[src/design/hac_pkg.sv]
// constants and types of the host adapter command port
package hac_pkg;
    // register byte offsets
    localparam logic [7:0] ADDR_CMD = 8'h00;
    localparam logic [7:0] ADDR_STATUS = 8'h04;
    localparam logic [7:0] ADDR_DATAIN = 8'h08;
    localparam logic [7:0] ADDR_INTR = 8'h0c;
    localparam logic [7:0] ADDR_MBXCFG = 8'h10;
    // status register bits
    localparam int ST_READY = 0;
    localparam int ST_BUSY = 1;
    localparam int ST_REPLY_RDY = 2;
    localparam int ST_INIT_REQ = 3;
    localparam int ST_INVALID = 4;
    localparam int ST_SCANNING = 5;
    localparam int ST_OUTRDY_EN = 6;
    // interrupt register bits, write one to clear bits 0 and 1; bit 7 is their or
    localparam int IR_COMPLETE = 0;
    localparam int IR_OUT_READY = 1;
    localparam int IR_ANY = 7;
    // opcodes handled here
    localparam logic [7:0] OP_TEST = 8'h00;
    localparam logic [7:0] OP_MBXINIT = 8'h01;
    localparam logic [7:0] OP_SCAN = 8'h02;
    localparam logic [7:0] OP_BIOS = 8'h03;
    localparam logic [7:0] OP_BOARDID = 8'h04;
    localparam logic [7:0] OP_OUTRDYEN = 8'h05;
    // byte counts
    localparam logic [2:0] INIT_PARAMS = 3'h4;
    localparam logic [2:0] OUTRDY_PARAMS = 3'h1;
    localparam logic [2:0] ID_REPLIES = 3'h4;
    localparam logic [23:0] ENTRY_BYTES = 24'h000004;
    // reset values
    localparam logic RST_INIT_REQ = 1'b1;
    // every defined opcode
    localparam int N_OPS = 24;
    localparam logic [7:0] OP_TABLE [N_OPS] = '{
        8'h00, 8'h01, 8'h02, 8'h03, 8'h04, 8'h05, 8'h06, 8'h07,
        8'h08, 8'h09, 8'h0a, 8'h0b, 8'h0c, 8'h0d, 8'h1a, 8'h1b,
        8'h1c, 8'h1d, 8'h1f, 8'h20, 8'h21, 8'h8d, 8'h9a, 8'h9b};
    typedef enum logic [1:0] {
        ST_IDLE = 2'b00,
        ST_PARAM = 2'b01,
        ST_EXEC = 2'b10,
        ST_REPLY = 2'b11
    } hac_state_t;
endpackage

[src/design/hac_cmd_decode.sv]
// opcode table lookup: known flag and byte counts
`timescale 1ns/1ps
`default_nettype none
module hac_cmd_decode #(
    parameter int NOPS = hac_pkg::N_OPS
) (
    // opcode in
    input wire logic [7:0] opcode,
    // decode out
    output logic known,
    output logic [2:0] paramCount,
    output logic [2:0] replyCount
);
    import hac_pkg::*;
    logic [NOPS-1:0] hit;
    genvar i;
    // one comparator per table entry
    generate
        for (i = 0; i < NOPS; i++)
        begin : g_op
            assign hit[i] = (opcode == OP_TABLE[i]);
        end
    endgenerate
    assign known = |hit;
    // counts only for commands carried out in this block
    always_comb
    begin
        paramCount = 3'h0;
        replyCount = 3'h0;
        if (opcode == OP_MBXINIT)
            paramCount = INIT_PARAMS;
        else if (opcode == OP_OUTRDYEN)
            paramCount = OUTRDY_PARAMS;
        else if (opcode == OP_BOARDID)
            replyCount = ID_REPLIES;
    end
endmodule
`default_nettype wire

[src/design/hac_mbx_scan.sv]
// outgoing mailbox walker
`timescale 1ns/1ps
`default_nettype none
module hac_mbx_scan #(
    parameter int AW = 24
) (
    // clock, reset and enable
    input wire logic clock,
    input wire logic resetn,
    input wire logic ce,
    // control
    input wire logic start,
    input wire logic [7:0] count,
    input wire logic [AW-1:0] base,
    // entry handshake
    input wire logic entryAck,
    output logic scanActive_ff,
    output logic [AW-1:0] outAddr_ff,
    output logic [AW-1:0] inAddr_ff,
    output logic entryDone_ff
);
    import hac_pkg::*;
    logic [7:0] idx_ff;
    logic lastEntry;
    assign lastEntry = (idx_ff == count - 8'h01);
    // walk: out array first, in array right after it
    always_ff @(posedge clock or negedge resetn)
    begin
        if (!resetn)
        begin
            scanActive_ff <= 1'b0;
            idx_ff <= 8'h00;
            outAddr_ff <= '0;
            inAddr_ff <= '0;
            entryDone_ff <= 1'b0;
        end
        else if (ce)
        begin
            entryDone_ff <= scanActive_ff && entryAck;
            if (start && !scanActive_ff)
            begin
                scanActive_ff <= 1'b1;
                idx_ff <= 8'h00;
                outAddr_ff <= base;
                inAddr_ff <= base + AW'({count, 2'b00});
            end
            else if (scanActive_ff && entryAck)
            begin
                idx_ff <= idx_ff + 8'h01;
                outAddr_ff <= outAddr_ff + AW'(ENTRY_BYTES);
                inAddr_ff <= inAddr_ff + AW'(ENTRY_BYTES);
                if (lastEntry)
                    scanActive_ff <= 1'b0;
            end
        end
    end
endmodule
`default_nettype wire

[src/design/hac_cmd_port.sv]
// command/parameter interpreter with apb register access
`timescale 1ns/1ps
`default_nettype none
module hac_cmd_port #(
    parameter logic [7:0] BOARD_TYPE = 8'h5a, // arbitrary value
    parameter logic [7:0] FEATURE_CODE = 8'h5b, // arbitrary value
    parameter logic [7:0] FW_REVISION = 8'h33, // ascii digit
    parameter logic [7:0] FW_VERSION = 8'h31
) (
    // clock, reset, enable
    input wire logic clock,
    input wire logic resetn,
    input wire logic ce,
    // apb slave
    input wire logic psel,
    input wire logic penable,
    input wire logic pwrite,
    input wire logic [7:0] paddr,
    input wire logic [31:0] pwdata,
    output logic [31:0] prdata,
    output logic pready,
    output logic pslverr,
    // mailbox entry handshake
    input wire logic mbxEntryAck,
    output logic mbxScanActive,
    output logic [23:0] mbxOutAddr,
    output logic [23:0] mbxInAddr
);
    import hac_pkg::*;
    hac_state_t state_ff, nxt_state;
    logic [7:0] opcode_ff;
    logic [7:0] param_ff [4];
    logic [2:0] pIdx_ff;
    logic [2:0] rIdx_ff;
    logic adapterReady_ff, paramBusy_ff, replyReady_ff;
    logic commandComplete_ff, commandInvalid_ff;
    logic initRequired_ff, mbxInit_ff, outReadyEnable_ff, outMailboxReady_ff;
    logic [7:0] mbxCount_ff, dataIn_ff;
    logic [23:0] mbxBase_ff;
    logic pready_ff, pslverr_ff;
    logic [31:0] prdata_ff;
    logic known, mapped;
    logic [2:0] paramCount;
    logic [7:0] wByte, replyByte;
    logic xfer, wrCmd, rdData, clrComplete, clrOutReady;
    logic exempt, takeOpcode, takeParam, lastParam, execOp;
    logic setComplete, setInvalid, scanStart, entryDone;

    // apb completes on the second access edge
    assign xfer = ce && psel && penable && pready_ff;
    assign wByte = pwdata[7:0];
    assign wrCmd = xfer && pwrite && (paddr == ADDR_CMD);
    assign rdData = xfer && !pwrite && (paddr == ADDR_DATAIN);
    assign clrComplete = xfer && pwrite && (paddr == ADDR_INTR) && pwdata[IR_COMPLETE];
    assign clrOutReady = xfer && pwrite && (paddr == ADDR_INTR) && pwdata[IR_OUT_READY];
    assign mapped = (paddr == ADDR_CMD) || (paddr == ADDR_STATUS) ||
        (paddr == ADDR_DATAIN) || (paddr == ADDR_INTR) || (paddr == ADDR_MBXCFG);

    hac_cmd_decode u_decode (
        .opcode(state_ff == ST_PARAM ? opcode_ff : wByte),
        .known(known),
        .paramCount(paramCount),
        .replyCount()
    );

    // scan and ready-interrupt enable may cut into a pending reply
    assign exempt = (wByte == OP_SCAN) || (wByte == OP_OUTRDYEN);
    assign takeOpcode = wrCmd && (state_ff == ST_IDLE ||
        (state_ff == ST_REPLY && exempt));
    assign takeParam = wrCmd && (state_ff == ST_PARAM) && !paramBusy_ff;
    assign lastParam = (pIdx_ff == paramCount - 3'h1);
    assign execOp = ce && (state_ff == ST_EXEC);

    // next state
    always_comb
    begin
        nxt_state = state_ff;
        unique case (state_ff)
            ST_IDLE, ST_REPLY:
            begin
                if (takeOpcode)
                begin
                    if (!known)
                        nxt_state = ST_IDLE;
                    else if (paramCount != 3'h0)
                        nxt_state = ST_PARAM;
                    else
                        nxt_state = ST_EXEC;
                end
                else if (state_ff == ST_REPLY && rdData && replyReady_ff &&
                    rIdx_ff == ID_REPLIES - 3'h1)
                    nxt_state = ST_IDLE;
            end
            ST_PARAM:
                if (takeParam && lastParam)
                    nxt_state = ST_EXEC;
            ST_EXEC:
                nxt_state = (opcode_ff == OP_BOARDID) ? ST_REPLY : ST_IDLE;
        endcase
    end

    // command sequencing, opcode and parameter capture
    always_ff @(posedge clock or negedge resetn)
    begin
        if (!resetn)
        begin
            state_ff <= ST_IDLE;
            opcode_ff <= 8'h00;
            pIdx_ff <= 3'h0;
            for (int k = 0; k < 4; k++)
                param_ff[k] <= 8'h00;
        end
        else if (ce)
        begin
            state_ff <= nxt_state;
            if (takeOpcode)
            begin
                opcode_ff <= wByte;
                pIdx_ff <= 3'h0;
            end
            else if (takeParam)
            begin
                param_ff[pIdx_ff[1:0]] <= wByte;
                pIdx_ff <= pIdx_ff + 3'h1;
            end
        end
    end

    // ready and busy follow the command phase
    always_ff @(posedge clock or negedge resetn)
    begin
        if (!resetn)
        begin
            adapterReady_ff <= 1'b1;
            paramBusy_ff <= 1'b0;
        end
        else if (ce)
        begin
            adapterReady_ff <= (nxt_state == ST_IDLE);
            paramBusy_ff <= (nxt_state == ST_EXEC) || (nxt_state == ST_REPLY);
        end
    end

    // completion and error events of each command
    always_comb
    begin
        setComplete = 1'b0;
        setInvalid = 1'b0;
        scanStart = 1'b0;
        if (ce && takeOpcode && !known)
        begin
            setComplete = 1'b1;
            setInvalid = 1'b1;
        end
        else if (execOp)
        begin
            unique case (opcode_ff)
                OP_TEST, OP_BIOS:
                    setComplete = 1'b1;
                OP_MBXINIT:
                begin
                    setComplete = 1'b1;
                    setInvalid = (param_ff[0] == 8'h00);
                end
                OP_SCAN:
                begin
                    setComplete = !mbxInit_ff;
                    setInvalid = !mbxInit_ff;
                    scanStart = mbxInit_ff;
                end
                OP_OUTRDYEN:
                begin
                    setComplete = (param_ff[0] > 8'h01);
                    setInvalid = (param_ff[0] > 8'h01);
                end
                OP_BOARDID:
                    setComplete = 1'b0;
                default:
                    setComplete = 1'b1; // accepted, no effect here
            endcase
        end
        else if (ce && state_ff == ST_REPLY && rdData && replyReady_ff &&
            rIdx_ff == ID_REPLIES - 3'h1)
            setComplete = 1'b1;
    end

    // sticky flags: a set in the clearing cycle wins
    always_ff @(posedge clock or negedge resetn)
    begin
        if (!resetn)
        begin
            commandComplete_ff <= 1'b0;
            commandInvalid_ff <= 1'b0;
            outMailboxReady_ff <= 1'b0;
        end
        else if (ce)
        begin
            commandComplete_ff <= setComplete || (commandComplete_ff && !clrComplete);
            commandInvalid_ff <= setInvalid || (commandInvalid_ff && !clrComplete);
            outMailboxReady_ff <= (entryDone && outReadyEnable_ff) ||
                (outMailboxReady_ff && !clrOutReady);
        end
    end

    // mailbox setup and ready-interrupt option
    always_ff @(posedge clock or negedge resetn)
    begin
        if (!resetn)
        begin
            initRequired_ff <= RST_INIT_REQ;
            mbxInit_ff <= 1'b0;
            mbxCount_ff <= 8'h00;
            mbxBase_ff <= 24'h000000;
            outReadyEnable_ff <= 1'b0;
        end
        else if (execOp)
        begin
            if (opcode_ff == OP_MBXINIT && param_ff[0] != 8'h00)
            begin
                mbxCount_ff <= param_ff[0];
                mbxBase_ff <= {param_ff[1], param_ff[2], param_ff[3]};
                mbxInit_ff <= 1'b1;
                initRequired_ff <= 1'b0;
            end
            if (opcode_ff == OP_OUTRDYEN && param_ff[0] <= 8'h01)
                outReadyEnable_ff <= param_ff[0][0];
        end
    end

    // reply bytes in order
    always_comb
    begin
        unique case (rIdx_ff[1:0])
            2'b00: replyByte = BOARD_TYPE;
            2'b01: replyByte = FEATURE_CODE;
            2'b10: replyByte = FW_REVISION;
            2'b11: replyByte = FW_VERSION;
        endcase
    end

    // data-in handshake: load, flag, wait for read, advance
    always_ff @(posedge clock or negedge resetn)
    begin
        if (!resetn)
        begin
            rIdx_ff <= 3'h0;
            replyReady_ff <= 1'b0;
            dataIn_ff <= 8'h00;
        end
        else if (ce)
        begin
            if (state_ff != ST_REPLY || takeOpcode)
            begin
                rIdx_ff <= 3'h0;
                replyReady_ff <= 1'b0;
            end
            else if (rdData && replyReady_ff)
            begin
                replyReady_ff <= 1'b0;
                rIdx_ff <= rIdx_ff + 3'h1;
            end
            else if (!replyReady_ff && rIdx_ff < ID_REPLIES)
            begin
                dataIn_ff <= replyByte;
                replyReady_ff <= 1'b1;
            end
        end
    end

    hac_mbx_scan #(.AW(24)) u_scan (
        .clock(clock),
        .resetn(resetn),
        .ce(ce),
        .start(scanStart),
        .count(mbxCount_ff),
        .base(mbxBase_ff),
        .entryAck(mbxEntryAck),
        .scanActive_ff(mbxScanActive),
        .outAddr_ff(mbxOutAddr),
        .inAddr_ff(mbxInAddr),
        .entryDone_ff(entryDone)
    );

    // apb: one wait state, read data frozen before pready
    always_ff @(posedge clock or negedge resetn)
    begin
        if (!resetn)
        begin
            pready_ff <= 1'b0;
            pslverr_ff <= 1'b0;
            prdata_ff <= 32'h00000000;
        end
        else if (ce)
        begin
            pready_ff <= psel && penable && !pready_ff;
            pslverr_ff <= psel && penable && !pready_ff && !mapped;
            if (psel && penable && !pready_ff && !pwrite)
            begin
                prdata_ff <= 32'h00000000;
                if (paddr == ADDR_STATUS)
                    prdata_ff <= {25'h0, outReadyEnable_ff, mbxScanActive,
                        commandInvalid_ff, initRequired_ff, replyReady_ff,
                        paramBusy_ff, adapterReady_ff};
                else if (paddr == ADDR_DATAIN)
                    prdata_ff <= {24'h0, dataIn_ff};
                else if (paddr == ADDR_INTR)
                    prdata_ff <= {24'h0, commandComplete_ff || outMailboxReady_ff,
                        5'h0, outMailboxReady_ff, commandComplete_ff};
                else if (paddr == ADDR_MBXCFG)
                    prdata_ff <= {mbxCount_ff, mbxBase_ff};
            end
        end
    end
    assign pready = pready_ff;
    assign pslverr = pslverr_ff;
    assign prdata = prdata_ff;
endmodule
`default_nettype wire

[config.mk]
export PLATFORM = sky130hd
export DESIGN_NAME = hac_cmd_port
export DESIGN_NICKNAME = d
export VERILOG_FILES = /design/src/design/hac_pkg.sv /design/src/design/hac_cmd_decode.sv /design/src/design/hac_mbx_scan.sv /design/src/design/hac_cmd_port.sv
export SDC_FILE = /design/constraint.sdc
export NUM_CORES = 1
export LEC_CHECK = 0
export BUFFER_PORTS_ARGS = -buffer_cell sky130_fd_sc_hd__buf_2
export CORE_UTILIZATION = 60
export DETAILED_ROUTE_END_ITERATION = 8
export HOLD_SLACK_MARGIN = 0.05
export PLACE_DENSITY = 0.83
export RECOVER_POWER = 50
export SYNTH_ARGS = -nofsm -noshare
export SYNTH_HDL_FRONTEND = slang
export SYNTH_HIERARCHICAL = 1
export SYNTH_SLANG_ARGS = --single-unit
[constraint.sdc]
create_clock -name clock -period 10.4 [get_ports clock]
set_input_delay 0.52 -clock clock [delete_from_list [all_inputs] [get_ports clock]]
set_output_delay 0.52 -clock clock [all_outputs]
set_load 0.01 [all_outputs]
---- Word-level counts from Yosys, hierarchy flattened ----
Index checks and enable logic that the tools add are counted.
storage, ports and cells
  flip-flop bits (word level) ............. 189
  bits of input ports ..................... 47
  word-level logic and storage cells ...... 222
cells by class
  add/sub/neg operators ................... 8
  order comparisons ....................... 5
  equality and inequality tests ........... 45
  muxes and demuxes ....................... 44
  bitwise gates (word level) .............. 4
  reductions and logical operators ........ 88
operator list
  cell                                                 count
  two-way mux 32 bit                                   4
  two-way mux 24 bit                                   4
  equality test 8 x 3 -> 1 bit, second input constant  8
  equality test 8 x 4 -> 1 bit, second input constant  8
  adder 24 x 3 -> 24 bit, second input constant        2
  equality test 8 x 5 -> 1 bit, second input constant  6
  logical AND 1 bit                                    40
  bitwise mux 32 bit                                   1
  equality test 8 x 2 -> 1 bit, second input constant  4
  two-way mux 8 bit                                    4
  case mux 8 bit (4 select lines)                      1
  adder 24 x 10 -> 24 bit                              1
  equality test 8 bit, second input constant           3
  logical NOT 8 bit                                    3
  OR reduction 24 bit                                  1
  demux 8 bit (select 2 bit)                           1
  equality test 8 x 1 -> 1 bit, second input constant  2
  equality test 8 x 6 -> 1 bit, second input constant  2
  AND reduction 2 bit                                  8
  two-way mux 1 bit                                    15
  two-way mux 3 bit                                    5
  equality test 2 bit, second input constant           6
  logical OR 1 bit                                     12
  two-way mux 2 bit                                    6
  26 further kinds                                     47

---- Depth between registers and ports, before layout ----
  depth after elaboration ................. 13
  depth in mapped cells ................... 17

---- Hierarchy ----
Netlist, hierarchy kept.
modules (own cells, without submodules)
  module          times used  cells an instance  area an instance (µm²)  sequential area each (µm²)
  hac_cmd_port    1           448                5703.0                  3205.6
  hac_mbx_scan    1           499                3976.3                  1401.3
  hac_cmd_decode  1           20                 132.6                   0.0

---- Least setup slack after synthesis ----
Ideal clock, no wire load.
  path kind ............................... flip-flop to flip-flop
  from .................................... register state_ff[1]
  to ...................................... register u_scan.inAddr_ff[16]
  library setup time ...................... 138 ps
  arrival ................................. 3726 ps
  required time ........................... 10262 ps
  slack ................................... 6536 ps
  cell stages (with the launch flop) ...... 17
  path buffers ............................ 3
  period minus slack after synthesis ...... 3864 ps
  cells stage by stage .................... dfrtp_1 -> inv_1 -> ha_1 -> clkbuf_1 -> mux2_2 -> or4_4 -> o21ai_1 -> o41ai_1 -> nor2_1 -> nor2_1 -> nor4_1 -> nor2b_1 -> clkbuf_1 -> buf_1 -> a31oi_1 -> o21ai_0 -> o221ai_1
on the way
  longest elaborated chain between the ends .. 10
RTL lines
  what                                                        line                  text
  start, declared                                             hac_cmd_port.sv:30    hac_state_t state_ff, nxt_state;
  start signal, assigned                                      hac_cmd_port.sv:115   state_ff <= nxt_state;
  equality test 2 x 1 -> 1 bit *                              hac_cmd_port.sv:60    .opcode(state_ff == ST_PARAM ? opcode_ff : wByte),
  two-way mux 8 bit *                                         hac_cmd_port.sv:60
  equality test 8 x 1 -> 1 bit, or another cell as far along  hac_cmd_decode.sv:21  assign hit[i] = (opcode == OP_TABLE[i]);
  OR reduction 24 bit *                                       hac_cmd_decode.sv:24  assign known = |hit;
  net known                                                   hac_cmd_port.sv:42    logic known, mapped;
  logical NOT 1 bit *                                         hac_cmd_port.sv:150   if (ce && takeOpcode && !known)
  logical AND 1 bit *                                         hac_cmd_port.sv:150
  two-way mux 1 bit *                                         hac_cmd_port.sv:150
  net scanStart                                               hac_cmd_port.sv:47    logic setComplete, setInvalid, scanStart, entryDone;
  logical AND 1 bit *                                         hac_mbx_scan.sv:40    if (start && !scanActive_ff)
  nonzero test 2 bit (no line)                                -
  AND reduction 2 bit (no line)                               -
  end signal, assigned                                        hac_mbx_scan.sv:45    inAddr_ff <= base + AW'({count, 2'b00});
  end signal, assigned                                        hac_mbx_scan.sv:51    inAddr_ff <= inAddr_ff + AW'(ENTRY_BYTES);
  end, declared                                               hac_mbx_scan.sv:19    output logic [AW-1:0] inAddr_ff,
Mark *: on every way through the listed nets, which the timed path passes. The rest lies on a longest branch.
A chain may end at the register's enable or synchronous reset.

==> implementation parameters <==
Parameter                              Value

GRT
  Number of antenna violations at the first check in global routing    0
  Aggregate global routing overflow    0
  Pin count of the biggest net entering global routing    70
  Number of global-route vias before repair    7312
  Wire length of the first global-routing pass    38100 um
  Global router's overall resource usage    29.8%

STA
  Setup violations, final    0
  Final-layout worst hold slack    451 ps
  Hold Fails Final Rpt    0
  Worst slew margin    -133%
  Ratio of final minimum period to clock period    59.6%
  Maximum clock frequency    161 MHz
  RSZ-0062 raised after global routing    no
  Number of pins exceeding their max-slew limit in the final report    141
  Setup TNS    0 ps
  Largest clock skew in the final design    8.62 ps
  Transition at the pin with the smallest max-transition slack    3500 ps
  Min Clock Period, post-route    6200 ps

Run status
  Violated checks    capacitance limit, slew limit
  Outcome    finished, violations left

Detailed routing
  Total DRC errors in the routed layout    0
  DR pass1 iterations    5
  Final wirelength    24100 um
  Violation count after the first detailed-route iteration    1014
  Routed length per instance    18.9 um
  Count of antenna-violating nets left after detailed routing    0
  Routed via count    8065
  Post-DR vias/cell    6.32

Min path
  Worst min-delay path class    input pin to register

Placement
  Buffers added on ports    105
  Global placer's final weighted congestion    0.862
  Final HPWL DP    16500 um
  Count of placed standard cells including taps    1243

Yosys
  Post-synth design cell area    9790 um^2
  Synthesized net count    1039
  Mean Syn Cell Area    10.2 um^2
  Warnings, synthesis    6
  Cell count after synthesis    963

Die
  Starting density of the core    61.6%
  Standard cell core area    15900 um^2
  Core Rows    46
  Chip Height    130 um
  Top-Level Pins    130
  Die boundary width    130 um
  Die Footprint    16800 um^2

CTS
  Max H-tree Level    4
  Total clock buffers created by CTS    17
  CTS Root Cell    sky130_fd_sc_hd__clkbuf_16
  Largest buffer count on any clock path    2
  Worst-skew pair later-pin latency    440 ps
  Clock tree from TritonCTS    done
  Number of sinks on the clock net    184
  Post-CTS clock slew at the launch and capture registers of the worst setup and hold paths    70 ps
  Post-CTS Repair Setup Buffers    0

Power
  Leak pwr    4.90 nW
  Sequential share of power    49.5%
  Fraction of power consumed by the clock network    39.6%
  Fraction of power spent switching nets    26.8%
  Sw Pwr    0.000410 W
  Portion of total power attributed to combinational logic    11.0%
  Power density over cell area    141 nW/um^2
  Internal power consumption    0.00112 W
  Worst IR drop on VDD    0.162 mV

Setup path
  Startpoint type of the worst setup path    input pin
  Arrival @ worst endpoint    6680 ps
  Worst EP required    10880 ps
  Worst Path Max Fanout    69
  Endpoint class of the critical path    async pin
  Critical path class    input pin to async pin

Layout
  Antenna diode count    0
  Layout cell share with drive strength beyond 1    15.2%
  Final layout net count    1123
  Area Overhead vs Synth    10.5%
  Layout fillers    1235
  Post-route non-filler standard cell count    1276

Run
  Max-capacitance violation count    3
-- metrics by stage --
step	worst slack (ps)	total power [W]	cell area (um^2)	utilization [%]
2_1_floorplan	6540	0.000884	9790	-
3_3_place_gp	5450	0.000935	10400	65.6
3_5_place_dp	5390	0.000939	10400	65.6
4_1_cts	5370	0.00154	11000	69.1
5_1_grt	2870	0.00159	10800	68.1
6_report	4200	0.00153	10800	68.1
-- metal layers --
metal | wire, um | GRT usage (%) | vias to the layer above
met5 | 0 | 0 | -
met4 | 560 | 10.8 | 0
met3 | 1540 | 4.22 | 51
met2 | 11600 | 48.2 | 366
met1 | 10400 | 41.3 | 3940
li1 | - | - | 3708
-- cell type report --
type,instances,area (um^2),share of cell area [%]
sequential,184,4610,42.6
multi-input combinational,711,4850,44.8
clock inverter,14,114,1.05
tap,216,270,2.50
clock buffer,18,429,3.97
inverter,20,75.1,0.694
timing repair buffer,113,478,4.42
-- power groups by stage --
stage	combinational (W)	clock (W)	sequential, W
finish	0.000168	0.000605	0.000756
global placement	0.000167	0	0.000768
detailed placement	0.000171	0	0.000769
floorplan	0.000121	0	0.000764
global route	0.000188	0.000641	0.000758
CTS	0.000171	0.000610	0.000755
-- repair_timing --
item,4_1_cts,5_1_grt
hold buffers,1,0
hold endpoints to repair,25,0
resized for setup,0,0
-- registers in the layout, indices dropped and copies added (netlist names), 2 cells and up --
| register | count |
|---|---|
| u_scan/inAddr_ff | 23 |
| u_scan/idx_ff | 8 |
| mbxBase_ff | 24 |
| state_ff | 2 |
| pIdx_ff | 3 |
| prdata | 32 |
| param_ff | 32 |
| mbxCount_ff | 8 |
| rIdx_ff | 3 |
| opcode_ff | 8 |
| u_scan/outAddr_ff | 23 |
| dataIn_ff | 5 |
-- layout by cell type, fill, tap and decap left out, drive strengths merged, types with 13 or more instances in the layout --
master	instances
nand2	100
and3	22
nor2	60
o21ai	79
xnor2	13
nand3	48
ha	28
xor2	20
dfrtp	182
inv	27
buf	26
a22o	25
a21oi	60
clkbuf	104
mux2	83
nor3	21
-- worst max-delay path, cell delays in order --
cell and delay [ps]:
sky130_fd_sc_hd__dlygate4sd3_1 520, sky130_fd_sc_hd__clkbuf_1 2020, sky130_fd_sc_hd__clkbuf_1 2590, sky130_fd_sc_hd__buf_4 940
-- path summary, 6_finish.rpt --
kind,start,endpoint,slack (ps),cells after the start
setup / recovery,resetn,mbxBase_ff[20],4200,4
hold / removal,pwdata[6],param_ff[6],450,2
setup reg to reg,state_ff[0],u_scan/inAddr_ff[20],4840,13
hold reg to reg,dataIn_ff[4],dataIn_ff[4],480,1
max in group clock,state_ff[0],u_scan/inAddr_ff[20],4840,13
min in group asynchronous,resetn,u_scan/inAddr_ff[5],1550,2
Power figures use the tool's default switching activity.
